<file path="config.mk">
export PLATFORM = sky130hd
export DESIGN_NAME = tlm_master_regs
export DESIGN_NICKNAME = d
export VERILOG_FILES = /design/src/core/tlm_pkg.sv /design/src/core/tlm_trib_map.sv /design/src/core/tlm_master_regs.sv
export SDC_FILE = /design/constraint.sdc
export NUM_CORES = 1
export LEC_CHECK = 0
export BUFFER_PORTS_ARGS = -buffer_cell sky130_fd_sc_hd__buf_2
export CAP_MARGIN = 25
export CORE_ASPECT_RATIO = 1.25
export CORE_MARGIN = 10
export CORE_UTILIZATION = 35
export CTS_CLUSTER_DIAMETER = 50
export CTS_CLUSTER_SIZE = 40
export DETAILED_ROUTE_END_ITERATION = 8
export SYNTH_ARGS = -nofsm -noshare
export SYNTH_HDL_FRONTEND = slang
export SYNTH_SLANG_ARGS = --single-unit
</file>
<file path="constraint.sdc">
create_clock -name clk_sys -period 8.8 [get_ports clk_sys]
set_input_delay 0.88 -clock clk_sys [delete_from_list [all_inputs] [get_ports clk_sys]]
set_output_delay 0.88 -clock clk_sys [all_outputs]
set_load 0.05 [all_outputs]
</file>
<file path="src/core/tlm_pkg.sv">
/*
  Package for the top-level master register block: register indices,
  field positions, reset values and system-side option codes.
  Assumes a 32-bit APB bus with one aligned word per 8-bit register.
*/
package tlm_pkg;
    // ==========================================================
    // Register indices (byte address is four times the index)
    localparam int IDX_W = 13;
    localparam logic [12:0] IDX_REVISION = 13'h0000;
    localparam logic [12:0] IDX_GLOBAL_RESET = 13'h0001;
    localparam logic [12:0] IDX_GLOBAL_CONFIG = 13'h0002;
    localparam logic [12:0] IDX_STATUS = 13'h0003;
    localparam logic [12:0] IDX_MAP_QUERY = 13'h0004;
    localparam logic [12:0] IDX_MAP_TELECOM = 13'h0005;
    localparam logic [12:0] IDX_MAP_M13 = 13'h0006;
    localparam logic [12:0] IDX_MAP_HMVIP = 13'h0007;
    localparam int TEST_SEL_BIT = 12;
    // ==========================================================
    // Field positions
    localparam int SWRST_BIT = 0;
    localparam int MASTER_INTERRUPT_ENABLE_BIT = 7;
    localparam int SYSOPT_LSB = 0;
    localparam int QRY_E1_BIT = 7;
    localparam int QRY_SPE_LSB = 5;
    // ==========================================================
    // System-side option codes and reset values
    localparam logic [1:0] SYSOPT_RESERVED = 2'h0;
    localparam logic [1:0] SYSOPT_HMVIP = 2'h1;
    localparam logic [1:0] SYSOPT_SBI = 2'h2;
    localparam logic [1:0] SYSOPT_SBI_HMVIP = 2'h3;
    localparam logic [1:0] SYSOPT_RESET = SYSOPT_SBI;
    localparam logic [7:0] GLOBAL_RESET_RESET = 8'h00;
    localparam logic [7:0] MAP_QUERY_RESET = 8'h00;
    localparam logic [2:0] OPMODE_HD_FRAMER = 3'h0;
    // ==========================================================
    // Tributary structure
    localparam int NUM_SPE = 3;
    localparam int TUG2_PER_SPE = 7;
    localparam int T1_PER_DS2 = 4;
    localparam int E1_PER_DS2 = 3;
    localparam int T1_LINKS = 28;
    localparam int E1_LINKS = 21;
endpackage : tlm_pkg

</file>
<file path="src/core/tlm_trib_map.sv">
/*
  Tributary index translator: system-bus SPE and link number to
  telecom-bus, M13 and H-MVIP indices. Purely combinational.
  Assumes the caller registers the results.
*/
`timescale 1ns/1ps
`default_nettype none
module tlm_trib_map (
    input wire logic [1:0] spe_idx,
    input wire logic [4:0] link_idx,
    input wire logic e1_mode,
    output logic [2:0] tug2_idx,
    output logic [2:0] tu_idx,
    output logic [2:0] ds2_idx,
    output logic [2:0] sub_idx,
    output logic [4:0] port_idx,
    output logic valid
);
    // ==========================================================
    // Index arithmetic
    logic [4:0] lnk0;
    logic [4:0] per_ds2;
    logic [4:0] max_link;
    // Link number decomposed both ways
    always_comb begin
        lnk0 = link_idx - 5'h01;
        per_ds2 = e1_mode ? 5'(tlm_pkg::E1_PER_DS2) : 5'(tlm_pkg::T1_PER_DS2);
        max_link = e1_mode ? 5'(tlm_pkg::E1_LINKS) : 5'(tlm_pkg::T1_LINKS);
        tug2_idx = 3'(lnk0 % 5'(tlm_pkg::TUG2_PER_SPE)) + 3'h1;
        tu_idx = 3'(lnk0 / 5'(tlm_pkg::TUG2_PER_SPE)) + 3'h1;
        ds2_idx = 3'(lnk0 / per_ds2) + 3'h1;
        sub_idx = 3'(lnk0 % per_ds2) + 3'h1;
        port_idx = 5'(5'(tlm_pkg::TUG2_PER_SPE) * 5'(spe_idx - 2'h1)) + 5'(ds2_idx);
        valid = (spe_idx != 2'h0) && (link_idx != 5'h00) && (link_idx <= max_link);
    end
endmodule : tlm_trib_map
`default_nettype wire

</file>
<file path="src/core/tlm_master_regs.sv">
/*
  Top-level master register bank on APB: revision, global software
  reset, global configuration, status and a tributary index query.
  Assumes an APB master on clk_sys and enabled interrupt sources
  arriving as a level from logic on the same clock.
*/
`timescale 1ns/1ps
`default_nettype none
module tlm_master_regs #(
    parameter logic [3:0] VERSION_CODE = 4'h1, // Arbitrary value
    parameter logic [3:0] TYPE_CODE = 4'h5 // Arbitrary value
) (
    input wire logic clk_sys,
    input wire logic reset,
    input wire logic psel,
    input wire logic penable,
    input wire logic pwrite,
    input wire logic [15:0] paddr,
    input wire logic [31:0] pwdata,
    output logic [31:0] prdata,
    output logic pready,
    output logic pslverr,
    input wire logic int_req,
    input wire logic [8:0] spe_operating_mode,
    output logic interrupt_output_n_o,
    output logic interrupt_output_n_oe,
    output logic device_reset,
    output logic standby,
    output logic sbi_select,
    output logic [2:0] hmvip_select,
    output logic option_invalid
);
    // ==========================================================
    // Address decode
    logic [12:0] idx;
    logic test_sel;
    logic aligned;
    logic setup_ph;
    logic wr_en;
    logic pready_ff;
    assign idx = paddr[14:2];
    assign test_sel = idx[tlm_pkg::TEST_SEL_BIT];
    assign aligned = (paddr[1:0] == 2'h0) && (paddr[15] == 1'b0);
    assign setup_ph = psel && !penable;
    // Write takes effect only at the edge that completes the access
    assign wr_en = psel && penable && pready_ff && pwrite && !test_sel && aligned;

    // Decode of a normal-mode register index
    function automatic logic hit(input logic [12:0] a, input logic [12:0] r);
        hit = (a == r);
    endfunction : hit

    // ==========================================================
    // Register state
    logic pslverr_ff;
    logic [31:0] prdata_ff;
    logic swrst_ff;
    logic master_interrupt_enable_ff;
    logic [1:0] sysopt_ff;
    logic [7:0] query_ff;
    logic [2:0] map_tug2_ff;
    logic [2:0] map_tu_ff;
    logic [2:0] map_ds2_ff;
    logic [2:0] map_sub_ff;
    logic [4:0] map_port_ff;
    logic map_valid_ff;
    logic int_oe_ff;
    logic int_out_ff;
    logic dev_rst_ff;
    logic standby_ff;
    logic sbi_ff;
    logic [2:0] hmvip_ff;
    logic opt_bad_ff;

    // ==========================================================
    // Global software reset bit, cleared by hardware reset
    always_ff @(posedge clk_sys) begin
        if (reset) begin
            swrst_ff <= tlm_pkg::GLOBAL_RESET_RESET[tlm_pkg::SWRST_BIT];
        end else if (wr_en && hit(idx, tlm_pkg::IDX_GLOBAL_RESET)) begin
            swrst_ff <= pwdata[tlm_pkg::SWRST_BIT];
        end
    end

    // Global configuration: master interrupt enable and option field
    always_ff @(posedge clk_sys) begin
        if (reset) begin
            master_interrupt_enable_ff <= 1'b0;
            sysopt_ff <= tlm_pkg::SYSOPT_RESET;
        end else if (wr_en && hit(idx, tlm_pkg::IDX_GLOBAL_CONFIG)) begin
            master_interrupt_enable_ff <= pwdata[tlm_pkg::MASTER_INTERRUPT_ENABLE_BIT];
            sysopt_ff <= pwdata[tlm_pkg::SYSOPT_LSB +: 2];
        end
    end

    // Tributary query: E1 flag, SPE number and link number
    always_ff @(posedge clk_sys) begin
        if (reset) begin
            query_ff <= tlm_pkg::MAP_QUERY_RESET;
        end else if (wr_en && hit(idx, tlm_pkg::IDX_MAP_QUERY)) begin
            query_ff <= pwdata[7:0];
        end
    end

    // ==========================================================
    // Tributary index translation
    logic [2:0] m_tug2;
    logic [2:0] m_tu;
    logic [2:0] m_ds2;
    logic [2:0] m_sub;
    logic [4:0] m_port;
    logic m_valid;

    tlm_trib_map u_map (
        .spe_idx(query_ff[tlm_pkg::QRY_SPE_LSB +: 2]),
        .link_idx(query_ff[4:0]),
        .e1_mode(query_ff[tlm_pkg::QRY_E1_BIT]),
        .tug2_idx(m_tug2),
        .tu_idx(m_tu),
        .ds2_idx(m_ds2),
        .sub_idx(m_sub),
        .port_idx(m_port),
        .valid(m_valid)
    );

    // Result registers follow the query one cycle later
    always_ff @(posedge clk_sys) begin
        if (reset) begin
            map_tug2_ff <= 3'h0;
            map_tu_ff <= 3'h0;
            map_ds2_ff <= 3'h0;
            map_sub_ff <= 3'h0;
            map_port_ff <= 5'h00;
            map_valid_ff <= 1'b0;
        end else begin
            map_tug2_ff <= m_tug2;
            map_tu_ff <= m_tu;
            map_ds2_ff <= m_ds2;
            map_sub_ff <= m_sub;
            map_port_ff <= m_port;
            map_valid_ff <= m_valid;
        end
    end

    // ==========================================================
    // Device reset and standby follow the software reset bit
    always_ff @(posedge clk_sys) begin
        if (reset) begin
            dev_rst_ff <= 1'b1;
            standby_ff <= 1'b0;
        end else begin
            dev_rst_ff <= swrst_ff;
            standby_ff <= swrst_ff;
        end
    end

    // Open-drain interrupt: line pulled low only while enabled
    always_ff @(posedge clk_sys) begin
        if (reset) begin
            int_oe_ff <= 1'b0;
            int_out_ff <= 1'b0;
        end else begin
            int_oe_ff <= master_interrupt_enable_ff && int_req && !swrst_ff;
            int_out_ff <= 1'b0;
        end
    end

    // ==========================================================
    // System-side interface selection per SPE
    logic [2:0] hd_mode;
    genvar g;
    generate
        for (g = 0; g < tlm_pkg::NUM_SPE; g++) begin : g_spe
            assign hd_mode[g] = (spe_operating_mode[3*g +: 3] == tlm_pkg::OPMODE_HD_FRAMER);
        end
    endgenerate

    logic hmvip_opt;
    assign hmvip_opt = (sysopt_ff == tlm_pkg::SYSOPT_HMVIP) || (sysopt_ff == tlm_pkg::SYSOPT_SBI_HMVIP);

    // Non-framer SPEs never get their H-MVIP port enabled
    always_ff @(posedge clk_sys) begin
        if (reset) begin
            sbi_ff <= 1'b1;
            hmvip_ff <= 3'h0;
            opt_bad_ff <= 1'b0;
        end else begin
            sbi_ff <= (sysopt_ff == tlm_pkg::SYSOPT_SBI) || (sysopt_ff == tlm_pkg::SYSOPT_SBI_HMVIP);
            hmvip_ff <= (hmvip_opt && !swrst_ff) ? hd_mode : 3'h0;
            // Reserved code, or H-MVIP with any SPE not in framer mode
            opt_bad_ff <= (sysopt_ff == tlm_pkg::SYSOPT_RESERVED) || (hmvip_opt && (hd_mode != 3'h7));
        end
    end

    // ==========================================================
    // Read data mux; unused bits read as zero
    logic [7:0] rd_byte;
    logic rd_hit;
    always_comb begin
        rd_byte = 8'h00;
        rd_hit = 1'b1;
        case (idx)
            tlm_pkg::IDX_REVISION: rd_byte = {TYPE_CODE, VERSION_CODE};
            tlm_pkg::IDX_GLOBAL_RESET: rd_byte = {7'h00, swrst_ff};
            tlm_pkg::IDX_GLOBAL_CONFIG: rd_byte = {master_interrupt_enable_ff, 5'h00, sysopt_ff};
            tlm_pkg::IDX_STATUS: rd_byte = {2'h0, map_valid_ff, opt_bad_ff, int_req, hmvip_ff};
            tlm_pkg::IDX_MAP_QUERY: rd_byte = query_ff;
            tlm_pkg::IDX_MAP_TELECOM: rd_byte = {2'h0, map_tu_ff, map_tug2_ff};
            tlm_pkg::IDX_MAP_M13: rd_byte = {2'h0, map_sub_ff, map_ds2_ff};
            tlm_pkg::IDX_MAP_HMVIP: rd_byte = {3'h0, map_port_ff};
            default: rd_hit = 1'b0;
        endcase
    end

    // APB answer: one wait-free access phase after each setup
    always_ff @(posedge clk_sys) begin
        if (reset) begin
            pready_ff <= 1'b0;
            pslverr_ff <= 1'b0;
            prdata_ff <= 32'h00000000;
        end else begin
            pready_ff <= setup_ph;
            if (setup_ph) begin
                // Test space answers zero without error
                pslverr_ff <= !aligned || (!test_sel && !rd_hit);
                prdata_ff <= (aligned && !test_sel && !pwrite) ? {24'h000000, rd_byte} : 32'h00000000;
            end
        end
    end

    // ==========================================================
    // Outputs
    assign prdata = prdata_ff;
    assign pready = pready_ff;
    assign pslverr = pslverr_ff;
    assign interrupt_output_n_o = int_out_ff;
    assign interrupt_output_n_oe = int_oe_ff;
    assign device_reset = dev_rst_ff;
    assign standby = standby_ff;
    assign sbi_select = sbi_ff;
    assign hmvip_select = hmvip_ff;
    assign option_invalid = opt_bad_ff;
endmodule : tlm_master_regs
`default_nettype wire

</file>
Word-level counts from Yosys, hierarchy flattened
Cells that the tools add are included.
{"block": "classes", "n_addsub": 7, "multipliers": 1, "div_mod_pow": 4, "order_cmp": 1, "n_eq_ne": 11, "muxes": 5, "n_bitwise": 2, "n_reduce_logical": 39}
{"cell": "8-bit case mux with 8 select lines", "n": 1}
{"cell": "13-bit by 3-bit equality test with 1-bit output (second input constant)", "n": 4}
{"cell": "13-bit by 2-bit equality test with 1-bit output (second input constant)", "n": 2}
{"cell": "1-bit logical AND", "n": 19}
{"cell": "13-bit by 1-bit equality test with 1-bit output (second input constant)", "n": 1}
{"cell": "13-bit zero test", "n": 1}
{"cell": "3-bit by 1-bit adder with 3-bit output (second input constant)", "n": 4}
{"cell": "3-bit zero test", "n": 3}
{"cell": "8-bit 2-to-1 mux", "n": 1}
{"cell": "8-bit OR reduction", "n": 1}
{"cell": "1-bit zero test", "n": 6}
{"cell": "5-bit by 3-bit adder with 5-bit output", "n": 1}
{"cell": "5-bit by 3-bit divider with 5-bit output (second input constant)", "n": 1}
{"cell": "5-bit by 5-bit divider with 5-bit output", "n": 1}
{"cell": "5-bit less-or-equal comparator", "n": 1}
{"cell": "5-bit by 3-bit remainder unit with 5-bit output (second input constant)", "n": 1}
{"cell": "5-bit by 5-bit remainder unit with 5-bit output", "n": 1}
{"cell": "3-bit by 5-bit multiplier with 5-bit output (first input constant)", "n": 1}
{"cell": "5-bit nonzero test", "n": 1}
{"cell": "5-bit by 1-bit subtractor with 5-bit output (second input constant)", "n": 1}
{"cell": "2-bit equality test (second input constant)", "n": 2}
{"cell": "2-bit zero test", "n": 2}
{"cell": "1-bit logical OR", "n": 4}
{"cell": "4-bit 2-to-1 mux", "n": 1}
{"cell": "8 further kinds", "n": 9}
{"block": "totals", "regBits": 72, "input_bits": 63, "output_inout_bits": 43, "word_cells": 89}

Depth between registers and ports, before layout
{"block": "logic_depth", "depth_word": 6, "mapped_depth": 41, "depth_no_buf": 39}

Cells and area by module
A second synthesis with hierarchy kept.
{"block": "unflattened", "cells_unflattened": 415, "hier_area_um2": 3757.4}
{"mod": "tlm_master_regs", "instances": 1, "cells_per_inst": 228, "area_each_um2": 2180.8, "seq_area_each_um2": 960.9}
{"mod": "tlm_trib_map", "instances": 1, "cells_per_inst": 187, "area_each_um2": 1576.5, "seq_area_each_um2": 0.0}

Worst setup path before layout
Ideal clock, no wire load.
{"block": "synth_path", "path_type": "reg2reg", "startpoint": "register query_ff[0]", "endpoint": "register map_port_ff[4]", "setup_time_ps": 128, "arrival_ps": 7802, "required_time_ps": 8672, "setup_slack_ps": 870, "stages_incl_launch_ff": 41, "n_path_buf": 2, "synth_period_minus_slack_ps": 7930, "cell_sequence": "dfxtp_1 -> clkbuf_1 -> inv_1 -> ha_1 -> nor3b_4 -> xnor2_2 -> inv_1 -> ha_1 -> and4_1 -> or2_2 -> a221o_1 -> o211ai_4 -> inv_1 -> ha_1 -> o21ai_1 -> a31o_2 -> nand2b_1 -> buf_2 -> [5 not listed] -> o211ai_4 -> nand2_1 -> xnor2_1 -> ha_1 -> a21boi_0 -> nand2_1 -> o31ai_2 -> a211oi_4 -> nand2_4 -> ha_1 -> xor2_1 -> xnor2_1 -> inv_1 -> ha_1 -> a21o_1 -> a21oi_1 -> xor2_1 -> nor2_1"}
{"block": "synth_via", "elab_chain_len": 4}
{"element": "start: declaration", "line_no": "tlm_master_regs.sv:60", "rtl": "logic [7:0] query_ff;"}
{"element": "start signal: assignment", "line_no": "tlm_master_regs.sv:99", "rtl": "query_ff <= tlm_pkg::MAP_QUERY_RESET;"}
{"element": "start signal: assignment", "line_no": "tlm_master_regs.sv:101", "rtl": "query_ff <= pwdata[7:0];"}
{"element": "5-bit by 1-bit subtractor with 5-bit output", "line_no": "tlm_trib_map.sv:26", "rtl": "lnk0 = link_idx - 5'h01;"}
{"element": "5-bit by 5-bit divider with 5-bit output", "line_no": "tlm_trib_map.sv:31", "rtl": "ds2_idx = 3'(lnk0 / per_ds2) + 3'h1;"}
{"element": "3-bit by 1-bit adder with 3-bit output", "line_no": "tlm_trib_map.sv:31"}
{"element": "5-bit by 3-bit adder with 5-bit output", "line_no": "tlm_trib_map.sv:33", "rtl": "port_idx = 5'(5'(tlm_pkg::TUG2_PER_SPE) * 5'(spe_idx - 2'h1)) + 5'(ds2_idx);"}
{"element": "end signal: assignment", "line_no": "tlm_master_regs.sv:140", "rtl": "map_port_ff <= m_port;"}
{"element": "end: declaration", "line_no": "tlm_master_regs.sv:65", "rtl": "logic [4:0] map_port_ff;"}
No other way between the ends.
A chain may end at the register's enable or synchronous reset.

Worst setup path after layout
Same ends and word-level chain as after synthesis.

==> out/results.txt <==
Initial Utilization = 36.06%
Clock Latency Late Sink = 0.29 ns
DR iter-0 viols = 125
Startpoint Class = register
GRT Total Usage = 11.56%
setup_tns = 0 ns
synthesis warning total = 0
pre-CTS setup slack = 0.5142 ns
share of layout cells above drive strength 1 = 19.42%
GRT overflow = 0
Synth area leaders = dfxtp_1, ha_1, mux2i_1
# nets final = 581
leak pwr = 1.954 nW
Die X = 111.5 um
Register Area = 960.9 um2
initial antenna violation count = 0
via count of the first global-routing pass = 3096
CP Class = register to register
Synth top area share = 26.24%
most frequent CP cell = ha_1
# IOs = 106
Yosys reg bits = 48
Least-Margin Pin Slew = 0.8257 ns
routed wire length = 8.731 mm
Antenna Cells = 0
number of enable flip-flop cells after synthesis = 0
max incr delay on CP = 0.39 ns
RePlAce Congestion = 0.7695
CP required = 8.95 ns
Pre-antenna DRT Iters = 4
DRC = 0
max-cap violation count = 0
vias per inst = 5.008
Worst-path clk slew = 0.06 ns
H-tree depth = 2
area leader, netlist = dfxtp_1
clock buffer depth = 2
Synth Instances = 424
commonest non-fill, non-tap cell in the layout = buf_2
fmax = 0.1222 GHz
hold_buf cts = 0
Port Buf Inserts = 56
Main synth FF type = dfxtp_1
post-synth cell types = 74
clk sinks = 48
final instance area = 0.004138 mm2
synthesized area per cell = 8.637 um2
row count = 41
postcts setup bufs = 0
TritonCTS clock tree = built
pwr/cell area = 112.9 mW/mm2
leading cell types in the layout, fill and taps excluded = buf_2, nor2_1, dfxtp_1
die area = 0.01498 mm2
vias = 3045
Core ar. = 0.01016 mm2
total CTS buffers = 5
HP Class = register to register
RSZ-0062 raised after global routing = no
Max transition margin = 44.95%
crit path DAT = 8.33 ns
Pwr Total = 467.3 uW
Tmin final = 8.181 ns
Avg WL per Cell = 14.36 um
outcome = finished, final reports clean
Mapped Area = 0.003662 mm2
DPL Wire Length = 7.054 mm
Routed Antenna Nets = 0
worst hold slack = 0.4703 ns
ys async rst share = 0%
largest net degree at the start of global routing = 47
DP Area = 0.003989 mm2
Slowest-stage cell, CP = a211oi_1
first-pass GRT wire length = 14.83 mm
CP endpoint kind = register
Final Max Tran Viols = 0
filler cell count = 1056
Finish-stage setup viols = 0
crit share post-route = 92.96%
Die Y = 134.4 um
Layout area overhead = 12.98%
Peak VDD IR = 0.07048 mV
multi-input gate area in the final layout = 0.002450 mm2
Root Buffer = clkbuf_16
crit path max fanout = 7
Final Hold Fails = 0
Final WS setup = 0.6193 ns
clk_skew = 0.003440 ns
sequential area share after synthesis = 26.24%
area by class of cell:
cell class	count	area share [%]
Multi-Input combinational cell	336	59.21
Tap cell	129	3.901
Timing Repair Buffer	62	7.802
Clock inverter	2	0.2419
Clock buffer	6	3.357
Inverter	25	2.268
Sequential cell	48	23.22
registers in the layout, indices dropped and copies added, names as in the netlist, 2 cells and up:
| name | count |
|---|---|
| map_tug2_ff | 3 |
| map_port_ff | 5 |
| query_ff | 8 |
| sysopt_ff | 2 |
| map_sub_ff | 3 |
| map_ds2_ff | 3 |
| prdata | 8 |
| map_tu_ff | 3 |
| hmvip_select | 3 |
stage by stage:
step	util, %	instances
after floorplan	-	448
after global placement	39.22	599
after detailed placement	39.27	600
after CTS	40.74	608
after global routing	40.74	608
final	40.74	608
final timing paths:
kind	start	to	slack (ns)	cells after the start
worst min-delay path	swrst_ff$_SDFFE_PP0P_	standby$_SDFF_PP0_	0.47	2
worst min register to register	swrst_ff$_SDFFE_PP0P_	standby$_SDFF_PP0_	0.47	2
worst max register to register	query_ff[0]$_SDFFE_PP0P_	map_port_ff[4]$_SDFF_PP0_	0.62	38
worst max-delay path	query_ff[0]$_SDFFE_PP0P_	map_port_ff[4]$_SDFF_PP0_	0.62	38
routing by layer:
metal	share of wire, %	track usage (%)	up-vias
met5	0	0	-
met4	1.5	3.505	0
met3	6.0	2.722	11
met1	42	13.11	1419
li1	-	-	1538
met2	51	20.84	77
synthesized netlist by cell type (all sizes together), types with 2 or more instances:
cell type  count
a211oi         2
a21o           3
nor3b          2
o21ai         15
nand2         21
ha            39
o21bai         3
a21oi         23
dfxtp         48
buf           32
and4           2
clkbuf         7
inv           24
a21boi         2
o21a           3
nor2b         10
o31ai          3
nor3          11
nand2b         6
nand4          3
nor2          54
and3           7
a311oi         2
nand3b         3
nand3         10
mux2i         25
xor2           9
or2            2
a32oi          2
o211ai         4
xnor2         13
mux2           3
a22oi          7
nor4           2
a22o           2
power by group:
part	internal (mW)	total, mW	switching [mW]
sequential	0.220	0.220	0.000774
combinational	0.0119	0.0538	0.0419
clock	0.112	0.193	0.0810
cell families after synthesis:
logic type	count (synthesis)	synth area share, %
and+or+nand+nor	135	18.11
AOI/OAI and AO/OA	85	17.90
adders and majority gates	40	13.87
buffers and inverters	64	9.327
DFF	48	26.24
xor gates and xnor gates	22	5.979
other	1	0.1024
muxes	29	8.473
timing repair:
action                     in CTS  in global routing
setup endpoints to repair       0                  1
hold endpoints to repair        0                  0
resized for setup               0                  1
worst max-delay path, delay by kind of cell, from the launching register on:
kind,cells,cell delay (ns)
xor+xnor,5,1.06
compound gates,12,2.59
fa+ha+maj,7,2.08
buf+inv,4,0.47
simple gates,10,1.52
flops,1,0.32
(Power assumes the default switching activity.)
